File: config.mk
export PLATFORM = sky130hd
export DESIGN_NAME = rtc_supervisor_control
export DESIGN_NICKNAME = d
export VERILOG_FILES = /design/src/rtc_sup_pkg.sv /design/src/pin_sync3.sv /design/src/rtc_supervisor_control.sv
export SDC_FILE = /design/constraint.sdc
export NUM_CORES = 1
export LEC_CHECK = 0
export ABC_AREA = 1
export BUFFER_PORTS_ARGS = -buffer_cell sky130_fd_sc_hd__buf_4
export CAP_MARGIN = 20
export CORE_MARGIN = 1
export CORE_UTILIZATION = 55
export CTS_CLUSTER_SIZE = 40
export DETAILED_ROUTE_END_ITERATION = 10
export PLACE_DENSITY = 0.74
export SLEW_MARGIN = 0
export SYNTH_ARGS = -nofsm -noshare
export SYNTH_HDL_FRONTEND = slang
export SYNTH_SLANG_ARGS = --single-unit
File: constraint.sdc
create_clock -name clk_i -period 7.86 [get_ports clk_i]
set_clock_uncertainty 0.15 [all_clocks]
set_input_delay 1.572 -clock clk_i [delete_from_list [all_inputs] [get_ports clk_i]]
set_output_delay 1.572 -clock clk_i [all_outputs]
set_load 0.02 [all_outputs]
File: src/rtc_sup_pkg.sv
// constants, field layouts and carrier types for the rtc supervisor block
package rtc_sup_pkg;

    // clock and timebase
    localparam int CLK_PERIOD_NS = 25;
    localparam longint TB_HZ = 32768;

    // host address must rest on the flags register this long before a read clears it
    localparam int ADDR_HOLD_NS = 50;
    localparam int ADDR_HOLD_CYC = (ADDR_HOLD_NS + CLK_PERIOD_NS - 1) / CLK_PERIOD_NS;

    // register offsets
    localparam logic [3:0] RATE_CONTROL_OFS = 4'hb;
    localparam logic [3:0] INTERRUPT_ENABLES_OFS = 4'hc;
    localparam logic [3:0] EVENT_FLAGS_OFS = 4'hd;
    localparam logic [3:0] CLOCK_CONTROL_OFS = 4'he;

    // rate_control fields
    localparam int WD_SEL_LSB = 4;
    localparam int RS_LSB = 0;
    localparam logic [2:0] WD_SEL_RESET = 3'h0;
    localparam logic [3:0] RS_NONE = 4'h0;

    // interrupt_enables / event_flags bit positions (alarm, periodic, powerfail, extra)
    localparam int ALARM_BIT = 3;
    localparam int PERIODIC_BIT = 2;
    localparam int PWRFAIL_BIT = 1;
    localparam int ALARM_BACKUP_BIT = 0;
    localparam int BATT_VALID_BIT = 0;

    // clock_control fields
    localparam int INHIBIT_BIT = 3;
    localparam int OSC_RUN_BIT = 2;
    localparam logic [3:0] CLOCK_CONTROL_RESET = 4'h4;

    // watchdog periods, each in its own unit, then in timebase ticks
    localparam longint WD_DEFAULT_MS = 1500;
    localparam longint WD_LONG_MS = 3000;
    localparam longint WD_BASE_NS = 23437500;
    localparam logic [16:0] WD_DEFAULT_TICKS = 17'(WD_DEFAULT_MS * TB_HZ / 1000);
    localparam logic [16:0] WD_LONG_TICKS = 17'(WD_LONG_MS * TB_HZ / 1000);
    localparam logic [16:0] WD_BASE_TICKS = 17'(WD_BASE_NS * TB_HZ / 1000000000);
    localparam int WD_PULSE_DIV = 6;
    localparam logic [2:0] WD_SEL_LONG = 3'h7;

    // ce gating modes
    typedef enum logic [1:0] {
        CE_PASS,
        CE_FINISH,
        CE_BLOCK,
        CE_RECOVER
    } ce_mode_e;

    // pins sampled from outside the clock domain
    typedef struct packed {
        logic timebase;
        logic cs_n;
        logic we_n;
        logic oe_n;
        logic [3:0] addr;
        logic [7:0] data;
        logic ce_in_n;
        logic pwr_fail;
        logic backup;
        logic battery_valid;
        logic strobe;
        logic strobe_open;
        logic alarm;
    } pins_s;

    // safe pin values while the synchroniser fills: bus idle, supply failed
    localparam pins_s PINS_IDLE = '{
        timebase: 1'b0, cs_n: 1'b1, we_n: 1'b1, oe_n: 1'b1, addr: 4'h0, data: 8'h00,
        ce_in_n: 1'b1, pwr_fail: 1'b1, backup: 1'b0, battery_valid: 1'b0,
        strobe: 1'b0, strobe_open: 1'b1, alarm: 1'b0
    };

endpackage

File: src/pin_sync3.sv
// three-stage synchroniser that accepts a change once stages two and three agree
`timescale 1ns/1ps
module pin_sync3 #(
    parameter int W = 1,
    parameter logic [W-1:0] RST_VAL = '0
) (
    input wire logic clk_i,
    input wire logic rst_i,
    input wire logic [W-1:0] d_i,
    output logic [W-1:0] q_o
);

    typedef struct packed {
        logic [W-1:0] s1;
        logic [W-1:0] s2;
        logic [W-1:0] s3;
        logic [W-1:0] q;
    } sync_s;

    sync_s st;
    sync_s next_st;

    ////////////////////////////////////////////////////////////////////////
    // s1 feeds only s2; the agreement check looks at s2 and s3
    always_comb begin
        next_st = st;
        next_st.s1 = d_i;
        next_st.s2 = st.s1;
        next_st.s3 = st.s2;
        // per bit, so a bit still settling never holds back its neighbours
        next_st.q = (st.q & (st.s2 ^ st.s3)) | (st.s3 & ~(st.s2 ^ st.s3));
    end

    always_ff @(posedge clk_i) begin
        if (rst_i) begin
            st <= '{s1: RST_VAL, s2: RST_VAL, s3: RST_VAL, q: RST_VAL};
        end else begin
            st <= next_st;
        end
    end

    assign q_o = st.q;

endmodule

File: src/rtc_supervisor_control.sv
// supervisory, power-fail, watchdog and interrupt logic of the rtc
`timescale 1ns/1ps
// Contract
// - with inhibit set software writes time; clearing it loads counters, updates resume.
// - oscillator-run 1 keeps clock in backup; 0 halts it in backup.
// - above switchover the clock always runs.
// - below power-fail threshold writes blocked; block lasts recovery time afterwards.
// - on power-fail the sram select output goes inactive regardless of input.
// - access in progress may finish, but is cut after the grace time.
// - after power returns select stays inactive for the select recovery time.
// - with valid power the select input passes through.
// - backup cell stays isolated until supply first rises above threshold.
// - strobe idle longer than timeout asserts fault and reset; default 1.5 s.
// - any strobe edge or pulse restarts the watchdog; host must toggle.
// - watchdog selector kept over power cycles; 000 without battery. Code resets it to 000 on every rst_i, battery or not.
// - first period after watchdog reset equals programmed timeout.
// - floating strobe input disables the watchdog.
// - watchdog off, fault high, on power-fail, backup or open strobe.
// - timeout gives reset pulse of pulse width; fault low until next edge.
// - idle strobe gives repeated reset pulses once per watchdog period.
// - each event sets its flag; interrupt requested only when enabled.
// - flags read clears all flags and releases interrupt, after 50 ns address hold.
// - periodic rate selector sets periodic flag; its enable routes it out.
// - alarm event recurs at rates set by the external alarm comparison.
// - power-fail raises interrupt when its enable is set.
// - rate code 0 off, 1 is one tick, each code doubles up to 15.
// - watchdog 000 1.5 s, 001 23.4375 ms doubling, 111 3 s; pulse sixth.
// - power-fail interrupt enable cleared at every power-up.
module rtc_supervisor_control #(
    parameter int PROTECT_TICKS = 16,
    parameter int SEL_RECOVERY_TICKS = 16,
    parameter int RST_HOLD_TICKS = 16,
    parameter int GRACE_TICKS = 4
) (
    input wire logic clk_i,
    input wire logic rst_i,
    input wire logic timebase_i,
    input wire logic cs_n_i,
    input wire logic we_n_i,
    input wire logic oe_n_i,
    input wire logic [3:0] addr_i,
    input wire logic [7:0] data_i,
    output logic [7:0] data_o,
    output logic data_oe_o,
    input wire logic ce_in_n_i,
    output logic ce_out_n_o,
    input wire logic pwr_fail_i,
    input wire logic backup_i,
    input wire logic battery_valid_i,
    input wire logic watchdog_strobe_input_i,
    input wire logic strobe_open_i,
    input wire logic alarm_event_i,
    output logic watchdog_fault_output_n_o,
    output logic cpu_reset_n_o,
    output logic irq_n_o,
    output logic irq_oe_o,
    output logic cell_isolate_o,
    output logic clock_run_o,
    output logic update_transfer_inhibit_o,
    output logic load_counters_o
);

    typedef struct packed {
        logic tb_prev;
        logic alarm_prev;
        logic pwr_prev;
        logic strobe_prev;
        logic strobe_seen;
        logic [13:0] prescale;
        logic [2:0] watchdog_period_select;
        logic [3:0] periodic_rate_select;
        logic [3:0] ien;
        logic [3:1] flags;
        logic [3:0] ctrl;
        logic load;
        logic [1:0] rd_hold;
        logic clr_pend;
        logic wr_active;
        logic [3:0] wr_addr;
        logic [7:0] wr_data;
        logic [15:0] protect_cnt;
        rtc_sup_pkg::ce_mode_e ce_mode;
        logic [15:0] ce_cnt;
        logic ce_out_n;
        logic isolate;
        logic [15:0] hold_cnt;
        logic [16:0] wd_cnt;
        logic [16:0] pulse_cnt;
        logic wdo_n;
        logic reset_n;
        logic [7:0] data_out;
        logic data_oe;
        logic irq_oe;
        logic clock_run;
    } state_s;

    rtc_sup_pkg::pins_s pin_in;
    rtc_sup_pkg::pins_s pins;
    state_s st;
    state_s next_st;

    ////////////////////////////////////////////////////////////////////////
    // every pin crosses into clk_i through four flops
    assign pin_in = '{timebase: timebase_i, cs_n: cs_n_i, we_n: we_n_i, oe_n: oe_n_i,
        addr: addr_i, data: data_i, ce_in_n: ce_in_n_i, pwr_fail: pwr_fail_i,
        backup: backup_i, battery_valid: battery_valid_i,
        strobe: watchdog_strobe_input_i, strobe_open: strobe_open_i, alarm: alarm_event_i};

    pin_sync3 #(
        .W($bits(rtc_sup_pkg::pins_s)),
        .RST_VAL(rtc_sup_pkg::PINS_IDLE)
    ) u_sync (
        .clk_i(clk_i),
        .rst_i(rst_i),
        .d_i(pin_in),
        .q_o(pins)
    );

    ////////////////////////////////////////////////////////////////////////
    // watchdog period and reset pulse width per selector, in ticks
    function automatic logic [16:0] wd_period(input logic [2:0] sel);
        if (sel == rtc_sup_pkg::WD_SEL_RESET) begin
            return rtc_sup_pkg::WD_DEFAULT_TICKS;
        end else if (sel == rtc_sup_pkg::WD_SEL_LONG) begin
            return rtc_sup_pkg::WD_LONG_TICKS;
        end
        return rtc_sup_pkg::WD_BASE_TICKS << (sel - 3'h1);
    endfunction

    logic tick;
    logic rd_now;
    logic wr_now;
    logic wr_done;
    logic protect;
    logic strobe_edge;
    logic wd_enable;
    logic [16:0] period;
    logic [16:0] pulse_w;
    logic [13:0] rs_mask;
    logic [3:1] set_flags;
    logic irq_req;

    // decoded conditions shared by the next-state logic
    assign tick = pins.timebase && !st.tb_prev;
    assign rd_now = !pins.cs_n && !pins.oe_n && pins.we_n;
    assign wr_now = !pins.cs_n && !pins.we_n;
    assign wr_done = st.wr_active && !wr_now;
    assign protect = pins.pwr_fail || (st.protect_cnt != 16'h0000);
    assign strobe_edge = pins.strobe != st.strobe_prev;
    assign wd_enable = !pins.pwr_fail && !pins.backup && !pins.strobe_open;
    assign period = wd_period(st.watchdog_period_select);
    assign pulse_w = 17'(period / rtc_sup_pkg::WD_PULSE_DIV);
    assign rs_mask = 14'((15'h0001 << (st.periodic_rate_select - 4'h1)) - 15'h0001);

    // event sources for the sticky flags
    always_comb begin
        set_flags = 3'h0;
        set_flags[rtc_sup_pkg::ALARM_BIT] = pins.alarm && !st.alarm_prev;
        set_flags[rtc_sup_pkg::PERIODIC_BIT] = tick
            && (st.periodic_rate_select != rtc_sup_pkg::RS_NONE)
            && ((st.prescale & rs_mask) == rs_mask);
        set_flags[rtc_sup_pkg::PWRFAIL_BIT] = pins.pwr_fail && !st.pwr_prev;
    end

    // in backup only an alarm with the backup enable may pull the line
    always_comb begin
        if (pins.backup) begin
            irq_req = st.flags[rtc_sup_pkg::ALARM_BIT] && st.ien[rtc_sup_pkg::ALARM_BIT]
                && st.ien[rtc_sup_pkg::ALARM_BACKUP_BIT];
        end else begin
            irq_req = |(st.flags & st.ien[3:1]);
        end
    end

    ////////////////////////////////////////////////////////////////////////
    // next state
    always_comb begin
        next_st = st;
        next_st.tb_prev = pins.timebase;
        next_st.alarm_prev = pins.alarm;
        next_st.pwr_prev = pins.pwr_fail;
        next_st.strobe_prev = pins.strobe;
        next_st.load = 1'b0;
        if (tick) begin
            next_st.prescale = st.prescale + 14'h0001;
        end

        // writes land at the end of the strobe; data latched while it is low
        next_st.wr_active = wr_now;
        if (wr_now) begin
            next_st.wr_addr = pins.addr;
            next_st.wr_data = pins.data;
        end
        if (wr_done && !protect) begin
            case (st.wr_addr)
                rtc_sup_pkg::RATE_CONTROL_OFS: begin
                    next_st.watchdog_period_select = st.wr_data[rtc_sup_pkg::WD_SEL_LSB +: 3];
                    next_st.periodic_rate_select = st.wr_data[rtc_sup_pkg::RS_LSB +: 4];
                end
                rtc_sup_pkg::INTERRUPT_ENABLES_OFS: begin
                    next_st.ien = st.wr_data[3:0];
                end
                rtc_sup_pkg::CLOCK_CONTROL_OFS: begin
                    next_st.ctrl = st.wr_data[3:0];
                    // inhibit falling: the written time goes to the counters
                    next_st.load = st.ctrl[rtc_sup_pkg::INHIBIT_BIT]
                        && !st.wr_data[rtc_sup_pkg::INHIBIT_BIT];
                end
                default: begin
                end
            endcase
        end

        // power-up clears the power-fail enable; a concurrent write loses
        if (!pins.pwr_fail && st.pwr_prev) begin
            next_st.ien[rtc_sup_pkg::PWRFAIL_BIT] = 1'b0;
        end

        // register protection window
        if (pins.pwr_fail) begin
            next_st.protect_cnt = 16'(PROTECT_TICKS);
        end else if (tick && st.protect_cnt != 16'h0000) begin
            next_st.protect_cnt = st.protect_cnt - 16'h0001;
        end

        // read path; address must dwell on flags before the read may clear
        next_st.data_oe = rd_now && (pins.addr >= rtc_sup_pkg::RATE_CONTROL_OFS)
            && (pins.addr <= rtc_sup_pkg::CLOCK_CONTROL_OFS);
        case (pins.addr)
            rtc_sup_pkg::RATE_CONTROL_OFS:
                next_st.data_out = {1'b0, st.watchdog_period_select, st.periodic_rate_select};
            rtc_sup_pkg::INTERRUPT_ENABLES_OFS: next_st.data_out = {4'h0, st.ien};
            rtc_sup_pkg::EVENT_FLAGS_OFS:
                next_st.data_out = {4'h0, st.flags, pins.battery_valid};
            rtc_sup_pkg::CLOCK_CONTROL_OFS: next_st.data_out = {4'h0, st.ctrl};
            default: next_st.data_out = 8'h00;
        endcase
        if (rd_now && pins.addr == rtc_sup_pkg::EVENT_FLAGS_OFS) begin
            if (st.rd_hold != 2'(rtc_sup_pkg::ADDR_HOLD_CYC)) begin
                next_st.rd_hold = st.rd_hold + 2'h1;
            end else begin
                next_st.clr_pend = 1'b1;
            end
        end else begin
            next_st.rd_hold = 2'h0;
            next_st.clr_pend = 1'b0;
        end
        // clear when the read ends so the value read stays stable; a new event wins
        if (st.clr_pend && !(rd_now && pins.addr == rtc_sup_pkg::EVENT_FLAGS_OFS)) begin
            next_st.flags = set_flags;
        end else begin
            next_st.flags = st.flags | set_flags;
        end
        next_st.irq_oe = irq_req;

        // sram select gating through a power-fail cycle
        case (st.ce_mode)
            rtc_sup_pkg::CE_PASS: begin
                next_st.ce_out_n = pins.ce_in_n;
                if (pins.pwr_fail) begin
                    next_st.ce_cnt = 16'(GRACE_TICKS);
                    next_st.ce_mode = pins.ce_in_n ? rtc_sup_pkg::CE_BLOCK
                        : rtc_sup_pkg::CE_FINISH;
                    // idle select blocks at once, a running access may finish
                    next_st.ce_out_n = pins.ce_in_n;
                end
            end
            rtc_sup_pkg::CE_FINISH: begin
                next_st.ce_out_n = pins.ce_in_n;
                if (tick && st.ce_cnt != 16'h0000) begin
                    next_st.ce_cnt = st.ce_cnt - 16'h0001;
                end
                if (pins.ce_in_n || st.ce_cnt == 16'h0000) begin
                    next_st.ce_mode = rtc_sup_pkg::CE_BLOCK;
                    next_st.ce_out_n = 1'b1;
                end
            end
            rtc_sup_pkg::CE_BLOCK: begin
                next_st.ce_out_n = 1'b1;
                if (!pins.pwr_fail) begin
                    next_st.ce_cnt = 16'(SEL_RECOVERY_TICKS);
                    next_st.ce_mode = rtc_sup_pkg::CE_RECOVER;
                end
            end
            rtc_sup_pkg::CE_RECOVER: begin
                next_st.ce_out_n = 1'b1;
                if (pins.pwr_fail) begin
                    next_st.ce_mode = rtc_sup_pkg::CE_BLOCK;
                end else if (st.ce_cnt == 16'h0000) begin
                    next_st.ce_mode = rtc_sup_pkg::CE_PASS;
                end else if (tick) begin
                    next_st.ce_cnt = st.ce_cnt - 16'h0001;
                end
            end
            default: begin
                next_st.ce_mode = rtc_sup_pkg::CE_BLOCK;
                next_st.ce_out_n = 1'b1;
            end
        endcase

        // cell isolation until the first good supply
        if (!pins.pwr_fail) begin
            next_st.isolate = 1'b0;
        end

        // power-on reset hold
        if (pins.pwr_fail) begin
            next_st.hold_cnt = 16'(RST_HOLD_TICKS);
        end else if (tick && st.hold_cnt != 16'h0000) begin
            next_st.hold_cnt = st.hold_cnt - 16'h0001;
        end

        // watchdog; edges are caught every clk so short pulses count
        if (!wd_enable) begin
            next_st.wd_cnt = 17'h00000;
            next_st.pulse_cnt = 17'h00000;
            next_st.strobe_seen = 1'b0;
            next_st.wdo_n = 1'b1;
        end else begin
            if (strobe_edge) begin
                next_st.strobe_seen = 1'b1;
                next_st.wdo_n = 1'b1;
            end
            if (tick && st.pulse_cnt != 17'h00000) begin
                next_st.pulse_cnt = st.pulse_cnt - 17'h00001;
            end
            if (tick) begin
                next_st.strobe_seen = 1'b0;
                if (st.strobe_seen || strobe_edge) begin
                    next_st.wd_cnt = 17'h00000;
                end else if (st.wd_cnt + 17'h00001 >= period) begin
                    // timeout restarts the full period, so pulses repeat
                    next_st.wd_cnt = 17'h00000;
                    next_st.pulse_cnt = pulse_w;
                    next_st.wdo_n = 1'b0;
                end else begin
                    next_st.wd_cnt = st.wd_cnt + 17'h00001;
                end
            end
        end

        next_st.reset_n = !pins.pwr_fail && (st.hold_cnt == 16'h0000)
            && (st.pulse_cnt == 17'h00000);
        // oscillator stops only in backup with the run bit cleared
        next_st.clock_run = !pins.backup || st.ctrl[rtc_sup_pkg::OSC_RUN_BIT];
    end

    ////////////////////////////////////////////////////////////////////////
    // state register; selector resets to default on every rst_i, battery or not
    always_ff @(posedge clk_i) begin
        if (rst_i) begin
            st <= '0;
            st.pwr_prev <= 1'b1;
            st.watchdog_period_select <= rtc_sup_pkg::WD_SEL_RESET;
            st.ctrl <= rtc_sup_pkg::CLOCK_CONTROL_RESET;
            st.ce_mode <= rtc_sup_pkg::CE_BLOCK;
            st.ce_out_n <= 1'b1;
            st.isolate <= 1'b1;
            st.wdo_n <= 1'b1;
            st.clock_run <= 1'b1;
        end else begin
            st <= next_st;
        end
    end

    // outputs straight from the state flops, except irq_n_o which is tied low
    assign data_o = st.data_out;
    assign data_oe_o = st.data_oe;
    assign ce_out_n_o = st.ce_out_n;
    assign watchdog_fault_output_n_o = st.wdo_n;
    assign cpu_reset_n_o = st.reset_n;
    assign irq_n_o = 1'b0;
    assign irq_oe_o = st.irq_oe;
    assign cell_isolate_o = st.isolate;
    assign clock_run_o = st.clock_run;
    assign update_transfer_inhibit_o = st.ctrl[rtc_sup_pkg::INHIBIT_BIT];
    assign load_counters_o = st.load;
endmodule

Yosys cells after proc, flatten, opt, wreduce, memory -nomap -nowiden --
Cells that the tools add are included.
Operators by class: add/subtract/negate cells 10, multipliers 0, divide/modulo/power cells 1, $lt $le $gt $ge 3, equal/unequal tests 22, shifts and indexed selects 2, muxes and demuxes 31, bitwise gates (word level) 12, reduce and logical (&&, ||, !) cells 67
Operator list (count):
- 2-to-1 mux 17 bit | 6
- case mux 19 bit (4 select lines) | 1
- 2-to-1 mux 18 bit | 4
- 2-to-1 mux 16 bit | 4
- nonzero test 16 bit | 3
- subtractor 16 x 1 -> 16 bit, second input constant | 3
- AND 23 bit | 2
- divider 17 x 3 -> 32 bit, second input constant | 1
- zero test 16 bit | 2
- == test 4 bit, second input constant | 7
- case mux 7 bit (4 select lines) | 1
- logical AND 1 bit | 26
- NOT 23 bit | 1
- bitwise OR 23 bit | 1
- bitwise XOR 23 bit | 1
- 2-to-1 mux 5 bit | 4
- 2-to-1 mux 19 bit | 1
- adder 17 x 1 -> 17 bit, second input constant | 1
- greater-or-equal comparator 17 bit | 1
- zero test 17 bit | 1
- nonzero test 17 bit | 1
- << shifter 10 x 3 -> 17 bit, first input constant | 1
- subtractor 17 x 1 -> 17 bit, second input constant | 1
- adder 14 x 1 -> 14 bit, second input constant | 1
- other kinds (33) | 73
Word-level totals: register bits 244, latch bits 0, memory bits (writable) 0, ROM bits 0, bits of input ports 25, output and inout bits 18, logic and storage cells 186, memories kept 0

Depth between registers and ports, before layout --
depth in word-level cells 8, gate-level depth with buffers 45, depth with buffers taken out 45

Hierarchy --
A second synthesis with hierarchy kept.
Second synthesis, totals: cells, all modules 1526, area total of the unflattened synthesis 11149.4 µm²
By module, submodules not included:
- rtc_supervisor_control | instances 1, cells each 1182, area each 8155.3 µm², sequential area each 3022.9 µm²
- pin_sync3 | instances 1, cells each 344, area each 2994.1 µm², sequential area each 1841.8 µm²

Least setup slack after synthesis --
No wires, ideal clock.
kind reg2reg, from register st[131] in the netlist's numbering, to register st[13] in the netlist's numbering, setup time 0.126 ns, arrival 4.616 ns, required time 7.584 ns, slack 2.968 ns, cell stages (with the launch flop) 43, path buffers 0, clock period less this slack 4.892 ns, cell sequence dfxtp_1 > inv_1 > ha_1 > nand2_1 > inv_1 > nor2_1 > nand3_2 > nand2_4 > nand3_2 > nand3_2 > nand3_2 > nand2_1 > nand2_1 > nand3_2 > nand2_1 > nand2_2 > nand3_2 > nand2_1 > (+7 left out) > inv_1 > ha_1 > nor2_4 > nor2_4 > nand3_4 > nand2_1 > ha_1 > nand3b_1 > nand2_1 > nand2_1 > nand2_2 > nand2_1 > ha_1 > inv_1 > nor2_1 > nand2_1 > nand2_1 > a21oi_2
Between the ends: cells in the longest elaborated chain, start to end 8, elaborated cells on any way between the ends 13, classes of those cells 1 x add/sub; 1 x div; 1 x order compare; 1 x eq/ne; 1 x shift; 7 x mux; 1 x reduce/logical
Ends and longest elaborated chain:
- start, declared | RTL line rtc_supervisor_control.sv:99 | state_s st;
- start signal, assigned | RTL line rtc_supervisor_control.sv:362 | st <= next_st;
- branches (longest 3 deep; another with subtractor 3 x 1 -> 3 bit)
- 2-to-1 mux 17 bit * | RTL line rtc_supervisor_control.sv:127 | return rtc_sup_pkg::WD_BASE_TICKS << (sel - 3'h1);
- divider 17 x 3 -> 32 bit or greater-or-equal comparator 17 bit (tied branches) | RTL line rtc_supervisor_control.sv:152, rtc_supervisor_control.sv:331
- 2-to-1 mux 18 bit * | RTL line rtc_supervisor_control.sv:331 | end else if (st.wd_cnt + 17'h00001 >= period) begin
- 2-to-1 mux 18 bit * | RTL line rtc_supervisor_control.sv:329 | if (st.strobe_seen || strobe_edge) begin
- 2-to-1 mux 18 bit * | RTL line rtc_supervisor_control.sv:327 | if (tick) begin
Every way passes the cells marked *. A chain may end at the register's enable or synchronous reset.

Worst setup path after layout --
Same ends and word-level chain as after synthesis.

==> results.toml <==
[setup_path]
worstRegToRegCells = 42
path_buf_inv = 6
r2r_slack_ns = 2.44
critPathCaptureType = "flip-flop"
worst_path_max_delay_cell = "dfxtp_1"
worst-path-stages = 42
worst-setup-path-type = "reg2reg"
arrival_ns = 5.68
regToRegEndpoint = "st[13]"
critical_path_peak_fanout = 7
start_kind = "flip-flop"
critPathRequiredTime_ns = 8.12
cpMostUsedCell = "nand2_1"
max_stage_delay_ns = 0.47
reg2reg_from = "st[131]"
cpLargestDelayFamily = "simple AND/OR/NAND/NOR gates"

[detailed_routing]
wl_per_cell_um = 11.9
wirelength_met1_um = 9820
vias = 8842
drc = 0
met2RoutedLength_um = 9530
drtAntennaViolNets = 0
viasPerCell = 5.10
wl_um = 20700
wl_met3_um = 924
drt_iter0_markers = 484
dr.pass1.iters = 5
top_layer = "met4"

[power_and_ir_drop]
switching_share = 0.232
p_clk_frac = 0.448
comb_power_share = 0.068
switchingPower_mw = 0.620
p_leak_nw = 5.02
power_frac_seq = 0.483
ir_drop_uv = 203
powerDensity_nw_per_um2 = 223
internal-power_mw = 2.06

[finish]
fill_cells = 1689
diodes = 0
fin_cells = 1733
nets = 1512
finalInstanceArea_sq_um = 12000
final_layout_size_suffix_gt1_frac = 0.107
layout-area-overhead-vs-synth_pct = 12.7

[placed_design]
port_buffers = 39
dpl_cell_area_sq_um = 11100
gp_congestion = 0.860
placed_cells = 1692
dp.final_hpwl_um = 14300

[clock_tree]
cts_tree = "done"
path_clk_slew_ns = 0.06
tritoncts.num_buffers = 25
ctsHtreeMaxLevel = 1
ctsHoldBuffers = 0
cts_root_buffer = "clkbuf_16"
clk_latency_ns = 0.52
cts_resized = 0
clk_path_buf_depth = 3
post_cts.repair.setup_buffers = 0
clkSinkCount = 239

[hold_path]
hold_depth = 2
min_to = "u_sync.next_st[25]"
hp-start = "u_sync.next_st[48]"
hold_path_class = "reg2reg"

[floorplan]
die-area_sq_um = 19900
ios = 43
die_h_um = 141
die-width_um = 141
coreArea_sq_um = 18800
num_rows = 50
initial_core_util = 0.564

[synthesis]
yosys.area.top_type = "dfxtp_1"
synth_common_cells = "dfxtp_1 (239), inv_1 (225), nor2_1 (208)"
yosys-top-cells-area = "dfxtp_1 (45%), inv_1 (7.9%), nor2_1 (7.3%), nand2_1 (5.8%), a21oi_1 (5.5%)"
postSynthCellCount = 1424
ys_ff_latch = 239
syn-cell-area_sq_um = 10600
synth.most_common_cell = "dfxtp_1"
yosysSeqAreaShare = 0.450
syn_area_per_cell_sq_um = 7.46
ys.flop_type = "dfxtp_1"
synth_edf_count = 0
ys_types = 54
synth_async_sr_flop_share = 0
synth_warnings = 0
synth_top_area_share = 0.450

[sta]
min_period_over_period = 0.690
final_hold_viol_count = 0
maxSlewHeadroom = 0.358
fin_setup_tns_ns = 0
setup_viol = 0
worst_pin_slew_ns = 0.962
finalCriticalPeriod_ns = 5.42
fmax_mhz = 184
rsz0062_at_grt = "no"
slew_violations = 0

[global_route]
grt_pass1_vias = 8159
grtUsageTotal = 0.215
grt_pass1_wl_um = 36000
overflow = 0
antenna_found_initial = 0
grt_max_degree = 102

[run_status]
status = "complete, no violations"

[run]
maxCapViolations = 0
## cell usage in the layout, fill, tap and decap left out, types with 5 or more instances in the layout
cell type | Yosys | layout
a21oi_1 | 117 | 117
buf_4 | 9 | 45
nand4_1 | 19 | 19
inv_1 | 225 | 225
a211oi_1 | 12 | 12
or2_2 | 23 | 23
a31oi_1 | 6 | 6
clkbuf_8 | 0 | 9
nor3b_1 | 5 | 5
nand2_2 | 12 | 12
nor2_1 | 208 | 208
dfxtp_1 | 239 | 239
nand3_1 | 65 | 65
xnor2_1 | 8 | 8
nor3_1 | 37 | 36
inv_2 | 11 | 11
nand3_2 | 10 | 10
nand2_1 | 164 | 164
ha_1 | 28 | 28
o22ai_1 | 15 | 15
o21a_1 | 5 | 5
clkbuf_16 | 0 | 25
nor4_1 | 9 | 9
xor2_1 | 18 | 18
o21ai_0 | 102 | 102
## power by group through the flow
stage | Clock (mW) | Sequential [mW] | Combinational (mW)
2_1_floorplan | 0 | 1.31 | 0.146
5_1_grt | 1.28 | 1.30 | 0.210
3_5_place_dp | 0 | 1.32 | 0.180
6_report | 1.20 | 1.29 | 0.183
4_1_cts | 1.22 | 1.29 | 0.183
3_3_place_gp | 0 | 1.32 | 0.175
## layer usage
metal  GRT usage  up-vias
met3      0.0316       34
met4      0.0584        0
met2       0.372      136
li1            -     4672
met1       0.281     4000
met5           0        -
## worst max path at each step
stage          endpoint     from  slack (ns)
2_1_floorplan    st[13]  st[131]        2.97
3_3_place_gp     st[13]  st[131]        2.56
3_5_place_dp     st[13]  st[131]        2.50
4_1_cts          st[13]  st[131]        2.48
5_1_grt          st[13]  st[131]        1.90
6_report         st[13]  st[131]        2.44
## logic make-up (layout without fill, tap and decap cells)
logic type	count (synthesis)	in the layout	share of synthesized area
simple gates	568	568	0.245
xor+xnor	26	26	0.0214
buf+inv	277	325	0.101
fa+ha+maj	28	28	0.0330
flops	239	239	0.450
mux	1	1	0.000942
compound gates	284	284	0.148
other cells	1	2	0.000353
## worst register-to-register path, delay by kind of cell (launching register included)
kind | cells | cell delay, ns
fa+ha+maj | 5 | 1.38
flops | 1 | 0.47
compound gates | 1 | 0.05
buf+inv | 6 | 0.45
simple gates | 30 | 2.83
## sequential cells by signal, indices dropped and copies added (netlist names), named ones only
name / flops
data_o: 7
cpu_reset_n_o: 1
irq_oe_o: 1
cell_isolate_o: 1
update_transfer_inhibit_o: 1
clock_run_o: 1
load_counters_o: 1
data_oe_o: 1
watchdog_fault_output_n_o: 1
st: 135
u_sync.st: 22
u_sync.next_st: 44
ce_out_n_o: 1
## through the flow
step	power [mW]	setup WS (ns)	utilization	hold WS, ns
floorplan	1.45	2.97	-	0.238
global placement	1.49	2.56	0.591	0.239
detailed placement	1.50	2.50	0.591	0.243
CTS	2.70	2.48	0.636	0.250
global route	2.78	1.90	0.636	0.264
finish	2.68	2.44	0.636	0.250
## area by class of cell
type	count	area, sq um	share of cell area
Clock buffer	35	753	0.0629
Clock inverter	6	97.6	0.00815
Inverter	239	897	0.0749
Multi-Input combinational cell	909	4780	0.399
Sequential cell	239	4780	0.400
Tap cell	260	325	0.0272
Timing Repair Buffer	45	338	0.0282
Power figures use the tool's default switching activity.
